### config.mk
export PLATFORM = sky130hd
export DESIGN_NAME = sbt_timer
export DESIGN_NICKNAME = d
export VERILOG_FILES = /design/src/shared/sbt_pkg.sv /design/src/hdl/sbt_timer.sv
export SDC_FILE = /design/constraint.sdc
export NUM_CORES = 1
export LEC_CHECK = 0
export ABC_CLOCK_PERIOD_IN_PS = 4000
export BUFFER_PORTS_ARGS = -buffer_cell sky130_fd_sc_hd__buf_4
export CAP_MARGIN = 5
export CORE_UTILIZATION = 40
export CTS_BUF_LIST = sky130_fd_sc_hd__clkbuf_16
export DETAILED_ROUTE_END_ITERATION = 12
export HOLD_SLACK_MARGIN = 0.12
export PLACE_DENSITY = 0.65
export SLEW_MARGIN = 20
export SYNTH_ARGS = -nofsm -noshare
export SYNTH_HDL_FRONTEND = slang
export SYNTH_SLANG_ARGS = --single-unit
### constraint.sdc
create_clock -name clock -period 4 [get_ports clock]
set_input_delay 0.6 -clock clock [delete_from_list [all_inputs] [get_ports clock]]
set_output_delay 0.6 -clock clock [all_outputs]
set_load 0.05 [all_outputs]
### src/shared/sbt_pkg.sv
package sbt_pkg;
    // Register indices on the plain register port
    localparam logic [1:0] SBT_ADDR_LOW = 2'h0;
    localparam logic [1:0] SBT_ADDR_HIGH = 2'h1;
    localparam logic [1:0] SBT_ADDR_CTRL = 2'h2;
    localparam logic [1:0] SBT_ADDR_STAT = 2'h3;
    // Status register field positions
    localparam int SBT_STAT_FLAG_BIT = 0;
    localparam int SBT_STAT_IE_BIT = 1;
    // Reset values
    localparam logic [15:0] SBT_COUNT_RST = 16'h0000;
    localparam logic [7:0] SBT_BYTE_RST = 8'h00;
    localparam logic [2:0] SBT_PRE_RST = 3'h0;
    // System clocks per instruction cycle (Fosc/4)
    localparam int SBT_INSTR_DIV = 4;
    // Compare mode that fires the special event trigger
    localparam logic [3:0] SBT_MODE_SPECIAL = 4'hb;
    localparam logic [15:0] SBT_COUNT_MAX = 16'hffff;

    // Control register layout, bit 7 down to bit 0
    typedef struct packed {
        logic wide_access_enable;
        logic unused;
        logic [1:0] input_prescale_select;
        logic compare_timebase_select;
        logic external_sync_bypass;
        logic clock_source_select;
        logic counter_on;
    } sbt_ctrl_s;

    localparam sbt_ctrl_s SBT_CTRL_RST = '0;

    // Register port request
    typedef struct packed {
        logic [1:0] addr;
        logic [7:0] wdata;
        logic wr;
        logic rd;
    } sbt_req_s;
endpackage

### src/hdl/sbt_timer.sv
`timescale 1ns/1ps
// Function
// - Internal source counts every instruction cycle
// - External source counts pin or oscillator edges
// - Oscillator pins read zero while oscillator on
// - Wide low-byte read copies high byte to buffer
// - Wide writes: high buffers, low loads both
// - Wide mode hides real high byte
// - Low write clears prescaler, high does not
// - Count wraps FFFFh to 0000h, sets flag
// - Flag sticky; request only when enabled
// - Special compare trigger resets the counter
// - Write beats simultaneous trigger reset
// - Prescale codes divide by 1,2,4,8
// - Narrow mode: two independent byte registers
// - Sync bypass chooses synchronous or asynchronous
// - Counter on bit runs or holds count
module sbt_timer (
    input wire logic clock,
    input wire logic arst_n,
    input sbt_pkg::sbt_req_s req,
    output logic [7:0] rdata,
    input wire logic external_clock_pin,
    input wire logic sec_osc_clock,
    input wire logic secondary_osc_enable,
    input wire logic [1:0] osc_pin_in,
    input wire logic [1:0] osc_pin_direction_bits,
    output logic [1:0] osc_pin_read,
    input wire logic [3:0] compare_mode_field,
    input wire logic compare_match,
    output logic compare_timebase_select,
    output logic overflow_irq
);
    import sbt_pkg::*;

    // Prescaler terminal count for a select code
    function automatic logic [2:0] pre_last(input logic [1:0] sel);
        pre_last = 3'((1 << sel) - 1);
    endfunction

    sbt_ctrl_s ctrl; // Control register
    logic [15:0] count; // The counter pair
    logic [7:0] high_buf; // High byte buffer
    logic [2:0] pre; // Prescaler count
    logic [1:0] div; // Instruction cycle divider
    logic overflow_flag; // Sticky overflow
    logic overflow_int_enable; // Interrupt gate
    logic [2:0] ext_sync; // Clock pin synchroniser
    logic [2:0] osc_sync; // Oscillator synchroniser
    logic [1:0] pa_sync1; // Oscillator pin sync stage one
    logic [1:0] pa_sync2; // Oscillator pin sync stage two
    logic [1:0] pa_sync3; // Oscillator pin sync stage three
    logic [1:0] pa_level; // Filtered pin level
    logic src_level; // Filtered external level
    logic src_s2; // Chosen source, second stage
    logic src_s3; // Chosen source, third stage
    logic instr_tick; // One per instruction cycle
    logic ext_edge; // Rising edge of the external source
    logic count_tick; // Raw count clock
    logic pre_out; // Prescaled increment
    logic wr_low; // Write to low byte
    logic wr_high; // Write to high byte
    logic trig_reset; // Special event reset request
    logic [15:0] next_count; // Counter next value

    // Decode of register strobes
    assign wr_low = req.wr && req.addr == SBT_ADDR_LOW;
    assign wr_high = req.wr && req.addr == SBT_ADDR_HIGH;

    // Instruction cycle divider; free running, so Fosc/4 phase is fixed
    always_ff @(posedge clock or negedge arst_n) begin
        if (!arst_n) begin
            div <= 2'h0;
        end else begin
            div <= 2'(div + 2'h1);
        end
    end
    assign instr_tick = div == 2'(SBT_INSTR_DIV - 1);

    // Pin synchronisers; stage one feeds stage two only
    always_ff @(posedge clock or negedge arst_n) begin
        if (!arst_n) begin
            ext_sync <= 3'h0;
            osc_sync <= 3'h0;
            pa_sync1 <= 2'h0;
            pa_sync2 <= 2'h0;
            pa_sync3 <= 2'h0;
        end else begin
            ext_sync <= {ext_sync[1:0], external_clock_pin};
            osc_sync <= {osc_sync[1:0], sec_osc_clock};
            pa_sync1 <= osc_pin_in;
            pa_sync2 <= pa_sync1;
            pa_sync3 <= pa_sync2;
        end
    end

    // Oscillator takes over the clock when enabled
    assign src_s2 = secondary_osc_enable ? osc_sync[1] : ext_sync[1];
    assign src_s3 = secondary_osc_enable ? osc_sync[2] : ext_sync[2];

    // Filtered level moves only when stages two and three agree
    always_ff @(posedge clock or negedge arst_n) begin
        if (!arst_n) begin
            src_level <= 1'b0;
            pa_level <= 2'h0;
        end else begin
            if (src_s2 == src_s3) begin
                src_level <= src_s3;
            end
            for (int i = 0; i < 2; i++) begin
                if (pa_sync2[i] == pa_sync3[i]) begin
                    pa_level[i] <= pa_sync3[i];
                end
            end
        end
    end

    // Bypass takes the raw stage edge a cycle sooner, without the filter
    always_comb begin
        if (ctrl.external_sync_bypass) begin
            ext_edge = src_s2 && !src_s3;
        end else begin
            ext_edge = src_s2 && src_s3 && !src_level;
        end
    end

    // Source select; bypass bit has no effect on the internal path
    assign count_tick = ctrl.clock_source_select ? ext_edge : instr_tick;

    // Digital input cut off while the oscillator owns the pins
    // Direction bits are deliberately not consulted
    assign osc_pin_read = secondary_osc_enable ? 2'h0 : pa_level;

    // Prescaler; gated by the on bit, cleared by low-byte writes only
    always_ff @(posedge clock or negedge arst_n) begin
        if (!arst_n) begin
            pre <= SBT_PRE_RST;
        end else if (wr_low) begin
            pre <= SBT_PRE_RST;
        end else if (ctrl.counter_on && count_tick) begin
            if (pre >= pre_last(ctrl.input_prescale_select)) begin
                pre <= SBT_PRE_RST;
            end else begin
                pre <= 3'(pre + 3'h1);
            end
        end
    end
    assign pre_out = ctrl.counter_on && count_tick &&
        pre >= pre_last(ctrl.input_prescale_select);

    // Trigger only when this counter is the compare time base
    assign trig_reset = compare_match && ctrl.compare_timebase_select &&
        compare_mode_field == SBT_MODE_SPECIAL;

    // Counter next value; writes first, then trigger, then count
    always_comb begin
        next_count = count;
        if (wr_low) begin
            if (ctrl.wide_access_enable) begin
                next_count = {high_buf, req.wdata};
            end else begin
                next_count[7:0] = req.wdata;
            end
        end else if (wr_high && !ctrl.wide_access_enable) begin
            next_count[15:8] = req.wdata;
        end else if (trig_reset) begin
            next_count = SBT_COUNT_RST;
        end else if (pre_out) begin
            next_count = 16'(count + 16'h0001);
        end
    end

    // Counter register
    always_ff @(posedge clock or negedge arst_n) begin
        if (!arst_n) begin
            count <= SBT_COUNT_RST;
        end else begin
            count <= next_count;
        end
    end

    // High byte buffer: loaded by wide low reads and wide high writes
    always_ff @(posedge clock or negedge arst_n) begin
        if (!arst_n) begin
            high_buf <= SBT_BYTE_RST;
        end else if (ctrl.wide_access_enable) begin
            if (wr_high) begin
                high_buf <= req.wdata;
            end else if (req.rd && req.addr == SBT_ADDR_LOW) begin
                high_buf <= count[15:8];
            end
        end
    end

    // Control register
    always_ff @(posedge clock or negedge arst_n) begin
        if (!arst_n) begin
            ctrl <= SBT_CTRL_RST;
        end else if (req.wr && req.addr == SBT_ADDR_CTRL) begin
            ctrl <= req.wdata;
            ctrl.unused <= 1'b0; // Unimplemented bit stays zero
        end
    end
    assign compare_timebase_select = ctrl.compare_timebase_select;

    // Overflow flag; a wrap in the clearing cycle still sets it
    always_ff @(posedge clock or negedge arst_n) begin
        if (!arst_n) begin
            overflow_flag <= 1'b0;
            overflow_int_enable <= 1'b0;
        end else begin
            if (req.wr && req.addr == SBT_ADDR_STAT) begin
                overflow_flag <= req.wdata[SBT_STAT_FLAG_BIT];
                overflow_int_enable <= req.wdata[SBT_STAT_IE_BIT];
            end
            if (pre_out && !wr_low && !wr_high && !trig_reset &&
                count == SBT_COUNT_MAX) begin
                overflow_flag <= 1'b1;
            end
        end
    end
    assign overflow_irq = overflow_flag && overflow_int_enable;

    // Read data, one cycle after the strobe
    always_ff @(posedge clock or negedge arst_n) begin
        if (!arst_n) begin
            rdata <= SBT_BYTE_RST;
        end else if (req.rd) begin
            unique case (req.addr)
                SBT_ADDR_LOW: rdata <= count[7:0];
                SBT_ADDR_HIGH: begin
                    if (ctrl.wide_access_enable) begin
                        rdata <= high_buf;
                    end else begin
                        rdata <= count[15:8];
                    end
                end
                SBT_ADDR_CTRL: rdata <= ctrl;
                SBT_ADDR_STAT: begin
                    rdata <= {6'h00, overflow_int_enable, overflow_flag};
                end
            endcase
        end else begin
            rdata <= SBT_BYTE_RST;
        end
    end
endmodule

# Word-level counts from Yosys, hierarchy flattened
# Cells that the tools add are included.
dict set report totals {
  latch_bits 0
  inputBits 26
  rom_bits 0
  ramBits 0
  elab_cells 90
  regBits 61
  n_memories 0
}
dict set report op_classes {
  shifts 1
  eq_ne 10
  n_reduce_logical 32
  bitwise_logic 0
  mul 0
  n_mux 20
  order_cmp 1
  n_addsub 4
  n_div 0
}
# operator n
set op_table {}
lappend op_table {{16-bit 2-to-1 mux} 3}
lappend op_table {{8-bit 2-to-1 mux} 6}
lappend op_table {{8-bit case mux with 4 select lines} 1}
lappend op_table {{1-bit logical AND} 18}
lappend op_table {{16-bit by 1-bit adder with 16-bit output (second input constant)} 1}
lappend op_table {{16-bit == test (second input constant)} 1}
lappend op_table {{3-bit 2-to-1 mux} 3}
lappend op_table {{2-bit == test (second input constant)} 3}
lappend op_table {{1-bit logical NOT} 6}
lappend op_table {{1-bit 2-to-1 mux} 6}
lappend op_table {{2-bit nonzero test} 3}
lappend op_table {{4-bit == test (second input constant)} 1}
lappend op_table {{2-bit AND reduction} 2}
lappend op_table {{4-bit nonzero test} 1}
lappend op_table {{3-bit by 1-bit adder with 3-bit output (second input constant)} 1}
lappend op_table {{1-bit == test} 3}
lappend op_table {{3-bit greater-or-equal comparator} 1}
lappend op_table {{3-bit nonzero test} 1}
lappend op_table {{1-bit by 2-bit left shift with 3-bit output (first input constant)} 1}
lappend op_table {{3-bit by 2-bit subtractor with 3-bit output (second input constant)} 1}
lappend op_table {{2-bit by 1-bit adder with 2-bit output (second input constant)} 1}
lappend op_table {{2-bit by 1-bit == test with 1-bit output (second input constant)} 1}
lappend op_table {{2-bit logical NOT} 1}
lappend op_table {{2-bit 2-to-1 mux} 1}
lappend op_table {{2-bit != test (second input constant)} 1}

# Longest topological paths before layout
# Gate-level depths: netlist (run 1).
dict set report depth {
  depth_word 12
  mapped_depth 9
  depth_no_buf 8
}

# Least setup slack after synthesis (run 1)
# No wires, ideal clock.
dict set report synth_path {
  kind {input-to-reg}
  startpoint {input secondary_osc_enable}
  endpoint {register count[5]}
  cell_stages 8
  t_arrival_ns 2.111
  path_buffers 1
  path_slack_ns 1.766
  required_ns 3.877
  path_cell_list {mux2_2 ha_1 or3b_4 a31oi_4 nand2_2 buf_6 o31ai_4 a2bb2oi_2}
}
dict set report synth_via {
  elab_chain_cells 9
  word_cells_on_any_way 12
  classes_between {mux (4); reduce/logical (8)}
}
# element line
set synth_rtl {}
lappend synth_rtl {{from (decl)} sbt_timer.sv:25} ;# input wire logic secondary_osc_enable,
lappend synth_rtl {{1-bit 2-to-1 mux, on equally long branches} {sbt_timer.sv:98, sbt_timer.sv:99}}
lappend synth_rtl {{1-bit logical AND / 1-bit logical NOT (equally long branches)} {sbt_timer.sv:123, sbt_timer.sv:121}}
lappend synth_rtl {{1-bit logical AND, on equally long branches} {sbt_timer.sv:123, sbt_timer.sv:121}}
lappend synth_rtl {{1-bit 2-to-1 mux *} sbt_timer.sv:120} ;# if (ctrl.external_sync_bypass) begin
lappend synth_rtl {{1-bit 2-to-1 mux *} sbt_timer.sv:128} ;# assign count_tick = ctrl.clock_source_select ? ext_edge : instr_tick;
lappend synth_rtl {{1-bit logical AND * (2 in a row)} sbt_timer.sv:148} ;# assign pre_out = ctrl.counter_on && count_tick &&
lappend synth_rtl {{3-bit nonzero test (no source line) *} -}
lappend synth_rtl {{2-bit AND reduction (no source line) *} -}
lappend synth_rtl {{to (signal assigned)} sbt_timer.sv:178} ;# count <= next_count;
lappend synth_rtl {{to (decl)} sbt_timer.sv:42} ;# logic [15:0] count;
# Every way passes the cells marked *; elsewhere a longest branch is shown, timed or not.
# A chain may end at the register's enable or synchronous reset.

# Worst setup path after layout (run 1)
dict set report layout_path {
  startpoint {input secondary_osc_enable}
  endpoint {register count[3]}
}
dict set report layout_via {
  elab_chain_cells 9
  word_cells_on_any_way 12
  classes_between {mux (4); reduce/logical (8)}
}
# element line
set layout_rtl {}
lappend layout_rtl {{1-bit 2-to-1 mux *} sbt_timer.sv:99} ;# assign src_s3 = secondary_osc_enable ? osc_sync[2] : ext_sync[2];
lappend layout_rtl {{via src_s3} sbt_timer.sv:56} ;# logic src_s3;
lappend layout_rtl {{1-bit logical AND / 1-bit logical NOT (equally long branches)} {sbt_timer.sv:123, sbt_timer.sv:121}}
lappend layout_rtl {{1-bit logical AND, on equally long branches} {sbt_timer.sv:123, sbt_timer.sv:121}}
lappend layout_rtl {{1-bit 2-to-1 mux *} sbt_timer.sv:120}
lappend layout_rtl {{1-bit 2-to-1 mux *} sbt_timer.sv:128}
lappend layout_rtl {{1-bit logical AND * (2 in a row)} sbt_timer.sv:148}
lappend layout_rtl {{3-bit nonzero test (no source line) *} -}
lappend layout_rtl {{2-bit AND reduction (no source line) *} -}
# The timed path passes the listed nets; every way through them passes the cells marked *.

==> results.cfg, run 1 <==
[timing]
worstMarginPinSlew_ns = 0.842
skew_ns = 0.00585
min_period_ns = 2.38
max_freq_mhz = 420
setup_tns_ns = 0
setup_viol = 0
relSlewSlack_pct = 43.9
finalMaxSlewViolations = 0
finalCritPeriodShare_pct = 59.6
rsz0062_at_grt = false
final-hold-violation-count = 0

[clocking]
ctsLongestPathBuffers = 2
cts_max_level = 3
clock_sinks = 61
cts_tree = built
insertion_delay_ns = 0.33
hold_buffers = 0
cts_setup_buffers = 0
cts_root_buffer = clkbuf_16
cts_resized = 0
cts.reportedPaths.clkPinSlew_ns = 0.06
cts_buffers = 9

[min_path]
min_path_type = input port to async pin

[yosys]
async_reset_ff_share_pct = 100
syn_inst = 335
synth-seq-cells = 61
synth_area_per_cell_um2 = 10.3
synth_top_area_share_pct = 44.0
synth_top_area_cell = dfrtp_1
synth_edf_count = 0
synth_ff_type = dfrtp_1
syn_nets = 369
synth_cell_types = 67
syn_area_mm2 = 0.00347
synth_area_leaders = dfrtp_1, mux2i_1, nand2_1
synth-seq-area-share_pct = 44.0
ys.warnings.count = 0

[drt]
num_vias = 2820
remaining_drc_errors = 0
ant_nets = 0
drt_iter0_markers = 220
wl_per_cell_um = 18.1
dr.pass1.iters = 5
wl_mm = 8.62
routed_via_density = 5.92

[run]
max_cap_viol_count = 0

[finish]
nets = 400
syn_to_final_growth_pct = 17.9
antenna_cells = 0
drive_above_1_share_pct = 23.7
nFillCells = 759
layout_commonest_cell = dfrtp_1
final_cell_mix = dfrtp_1, buf_4, nand2_1

[worst_setup_path]
slowest_stage = or3b_4
cp.depth = 9
startpoint_type = input port
critPathCaptureType = register
timing.critical_path.buf_inv = 2
cp.arrival_ns = 2.64
path_class = input port to register
r2r_cells = 7
cpPeakStageDelay_ns = 0.40
crit_required_ns = 4.25
crit_family = compound AO/OA/AOI/OAI gates
path_max_fanout = 13
path_cells = buf_4, mux2i_1, inv_1, ha_1, or3b_4, a31oi_4, nand2_2, a21oi_4, a2bb2oi_1

[outcome]
status = completed

[global_routing]
grt_pass1_wl_mm = 14.3
track_usage_pct = 21.2
grt_pass1_vias = 2671
grt_overflow_total = 0
grt_antenna_before_repair = 0
grt_max_degree = 62

[power]
max-vdd-ir-drop_mv = 0.210
p_leak_nw = 1.74
power_mw = 2.36
p_per_area_mw_per_mm2 = 578

[floorplanning]
die_w_um = 95.1
dieArea_mm2 = 0.00904
fp-row-count = 33
start_util_pct = 41.8
core_region_area_mm2 = 0.00830
die_y_um = 95.1
ios = 38

[placement]
port_buffers = 35
gp_congestion = 0.945
place_hpwl_mm = 6.08
-- metrics by stage --
step	hold slack, ns	area (um2)	setup WS, ns	utilization [%]	std cells
2_1_floorplan	0.304	3470	1.77	-	335
3_3_place_gp	0.333	3780	1.32	45.6	460
3_5_place_dp	0.336	3780	1.28	45.6	460
4_1_cts	0.349	4090	1.62	49.3	476
5_1_grt	0.353	4090	1.46	49.3	476
6_report	0.343	4090	1.62	49.3	476
-- worst paths after layout --
path | from | to | slack (ns)
hold reg to reg | osc_sync[0] | osc_sync[1] | 0.35
min in group clock | osc_sync[0] | osc_sync[1] | 0.35
setup / recovery | secondary_osc_enable | count[3] | 1.62
setup reg to reg | ctrl[5] | count[3] | 1.70
hold / removal | arst_n | ctrl[4] | 0.34
max in group asynchronous | arst_n | ctrl[7] | 3.14
-- registers in the layout, indices dropped and copies added, names as in the netlist --
name / count
div: 2
pre: 3
overflow_flag: 1
pa_sync3: 2
src_level: 1
overflow_int_enable: 1
osc_sync: 3
ext_sync: 3
rdata: 8
pa_sync2: 2
pa_level: 2
high_buf: 8
compare_timebase_select: 1
pa_sync1: 2
ctrl: 6
count: 16
-- report_power, final --
part	switching [mW]	total, mW	internal (mW)	leakage [nW]
combinational	0.356	0.627	0.271	0.848
clock	0.305	0.795	0.490	0.147
sequential	0.182	0.940	0.758	0.748
-- cell usage after synthesis, types with 4 or more instances --
cell type,n
dfrtp_1,61
nand2_1,33
a21oi_1,20
mux2i_1,19
nor2_1,15
o21ai_0,14
nand3_1,13
inv_1,11
buf_2,10
mux2_2,10
and2_1,8
ha_1,8
nand4_1,7
nor2b_1,7
o21ai_1,7
a2bb2oi_1,5
nor3_1,5
o22ai_1,5
clkbuf_1,4
o221ai_1,4
-- kinds of logic after synthesis --
| kind of cell | Yosys count | share of synthesized area [%] |
|---|---|---|
| and+or+nand+nor | 113 | 17.7 |
| AOI/OAI and AO/OA | 89 | 20.0 |
| DFF | 61 | 44.0 |
| muxes | 31 | 10.0 |
| buffers and inverters | 27 | 3.72 |
| adders and majority gates | 10 | 3.46 |
| xor gates and xnor gates | 4 | 1.01 |
-- worst reg2reg max path: stages, from the launching register on --
cell       delay [ns]
dfrtp_1          0.42
or2_2            0.31
ha_1             0.27
nor2b_1          0.05
o21ai_2          0.27
nand2_2          0.30
a21oi_4          0.40
a2bb2oi_1        0.20
-- routing by layer --
layer / up-vias / part of all wire, % / GRT usage [%] / wire length [um]
met2: 113 / 45 / 31.4 / 3920
met1: 1365 / 45 / 29.0 / 3890
li1: 1320 / - / - / -
met4: 0 / 2.8 / 9.34 / 240
met3: 22 / 6.6 / 5.66 / 573
met5: - / 0 / 0 / 0
-- layout make-up --
cell class	instances	area [um2]	share of cell area [%]
multi-input combinational	247	1810	44.3
clock buffer	9	225	5.51
inverter	11	41.3	1.01
tap	105	131	3.21
timing repair buffer	36	270	6.61
sequential	61	1530	37.3
clock inverter	7	81.3	1.99
(Power assumes the default switching activity.)
==> run 2, diff against run 1 <==
ABC_CLOCK_PERIOD_IN_PS = 2500   (was 4000)
clock period = 2.5 ns   (was 4 ns; I/O delays follow)
==> run 2 against run 1 <==
  * Clock-buffer cell count is the same
  * Hold slack worse by 0.21 ns
  * Via count shrank 1.5%
  * Sequential power increased by 59%
  * Final cell count grew 0.84%
  * Global-route usage is 0.12 points higher
  * Critical path depth fell by 2
  * Combinational power is 64% higher
  * Non-clock buffer count is 4 higher
  * Routed wire length increased by 1.1%
  * First-iteration DRC count down 24%
  * Sequential share of layout area is 0.38 points lower
  * Critical endpoint is now count[15]
  * Largest cell class unchanged
==> results.cfg, run 2 (synthesis gave the netlist of run 1 again) <==
[finish]
antenna_cells = 0
final_cell_mix = dfrtp_1, buf_4, nand2_1
reg_top3 = count (16), high_buf (8), rdata (8)
nets = 404
syn_to_final_growth_pct = 19.1
drive_above_1_share_pct = 24.5
largest_reg_flops = 16
layout_commonest_cell = dfrtp_1
regMostFlops = count

[global_routing]
grt_antenna_before_repair = 0
grt_use_met1_pct = 29.3
grt_util_met3_pct = 6.38
grt_overflow_total = 0
track_usage_pct = 21.4
busiest_layer = met2
grt_use_met2_pct = 32.3
grt_pass1_wl_mm = 14.4
grt_pass1_vias = 2635
grt_max_degree = 62

[timing]
setup_slack_ns = 0.223
relSlewSlack_pct = 47.9
skew_ns = 0.00689
rsz0062_at_grt = false
worstMarginPinSlew_ns = 0.782
setup_viol = 0
finalCritPeriodShare_pct = 91.1
finalMaxSlewViolations = 0
final-hold-violation-count = 0
setup_tns_ns = 0
max_freq_mhz = 439
min_period_ns = 2.28

[worst_setup_path]
path_cells = or2_2, ha_1, nor2b_1, o21ai_2, a211oi_1, nor3_1, o32a_1
slowest_stage = a211oi_1
crit_family = compound AO/OA/AOI/OAI gates
crit_required_ns = 2.72
path_class = register to register
cp.arrival_ns = 2.49
path_max_fanout = 5
startpoint_type = register
critPathCaptureType = register
cpPeakStageDelay_ns = 0.50
timing.critical_path.buf_inv = 0

[clocking]
cts_setup_buffers = 0
cts_resized = 0
cts_tree = built
cts.reportedPaths.clkPinSlew_ns = 0.06
ctsLongestPathBuffers = 2
cts_max_level = 3
cts_buffers = 9
cts_root_buffer = clkbuf_16
hold_buffers = 0
clock_sinks = 61
insertion_delay_ns = 0.33

[drt]
wl_mm = 8.72
num_vias = 2778
drt_iter0_markers = 168
wl_per_cell_um = 18.2
ant_nets = 0
routed_via_density = 5.79
remaining_drc_errors = 0
dr.pass1.iters = 4

[power]
p_per_area_mw_per_mm2 = 918
max-vdd-ir-drop_mv = 0.296
p_leak_nw = 1.77

[run]
max_cap_viol_count = 0

[floorplanning]
core_region_area_mm2 = 0.00830
start_util_pct = 41.8
dieArea_mm2 = 0.00904
ios = 38
die_y_um = 95.1
fp-row-count = 33
die_w_um = 95.1

[placement]
place_hpwl_mm = 6.22
pre_cts_ws_ns = 0.101
gp_congestion = 0.982
port_buffers = 35

[min_path]
min_path_type = input port to async pin

[outcome]
status = completed
-- run 2: cell count changes in the layout (fill, tap and decap cells not counted), sizes merged --
cell	change
buf	+4
-- run 2: through the flow --
stage               std cells  instance area (um2)  total power [mW]  utilization, %  hold WS (ns)
CTS                       480                 4130              3.82            49.8         0.135
finish                    480                 4130              3.79            49.8         0.129
global route              480                 4130              4.02            49.8         0.128
detailed placement        464                 3820              2.53            46.1         0.336
floorplan                 335                 3470              2.19               -        0.0794
global placement          464                 3820              2.50            46.1         0.334
-- run 2: layout make-up --
type | count | area (um2)
Clock buffer | 9 | 225
Inverter | 11 | 41.3
Clock inverter | 7 | 81.3
Tap cell | 105 | 131
Multi-Input combinational cell | 247 | 1810
Timing Repair Buffer | 40 | 313
Fill cell | 766 | 4170
Sequential cell | 61 | 1530
-- run 2: power by group --
group / total, mW / internal, mW / switching [mW] / leakage [nW]
combinational: 1.03 / 0.444 / 0.585 / 0.873
clock: 1.27 / 0.784 / 0.484 / 0.147
sequential: 1.49 / 1.21 / 0.281 / 0.748
total: 3.79 / 2.44 / 1.35 / 1.77
-- run 2: per-layer routing --
| metal | share of wire (%) | up-vias |
|---|---|---|
| li1 | - | 1318 |
| met5 | 0 | - |
| met4 | 1.6 | 0 |
| met1 | 45 | 1358 |
| met3 | 7.7 | 14 |
| met2 | 46 | 88 |
-- run 2: final timing paths --
| path | from | to | slack, ns | depth (start not counted) |
|---|---|---|---|---|
| max reg2reg | ctrl[5] | count[15] | 0.22 | 7 |
| max in group asynchronous | arst_n | rdata[6] | 1.87 | 1 |
| max | ctrl[5] | count[15] | 0.22 | 7 |
| min in group clock | osc_pin_in[1] | pa_sync1[1] | 0.14 | 1 |
| min reg2reg | pa_sync1[0] | pa_sync2[0] | 0.35 | 0 |
| min | arst_n | ext_sync[2] | 0.13 | 1 |
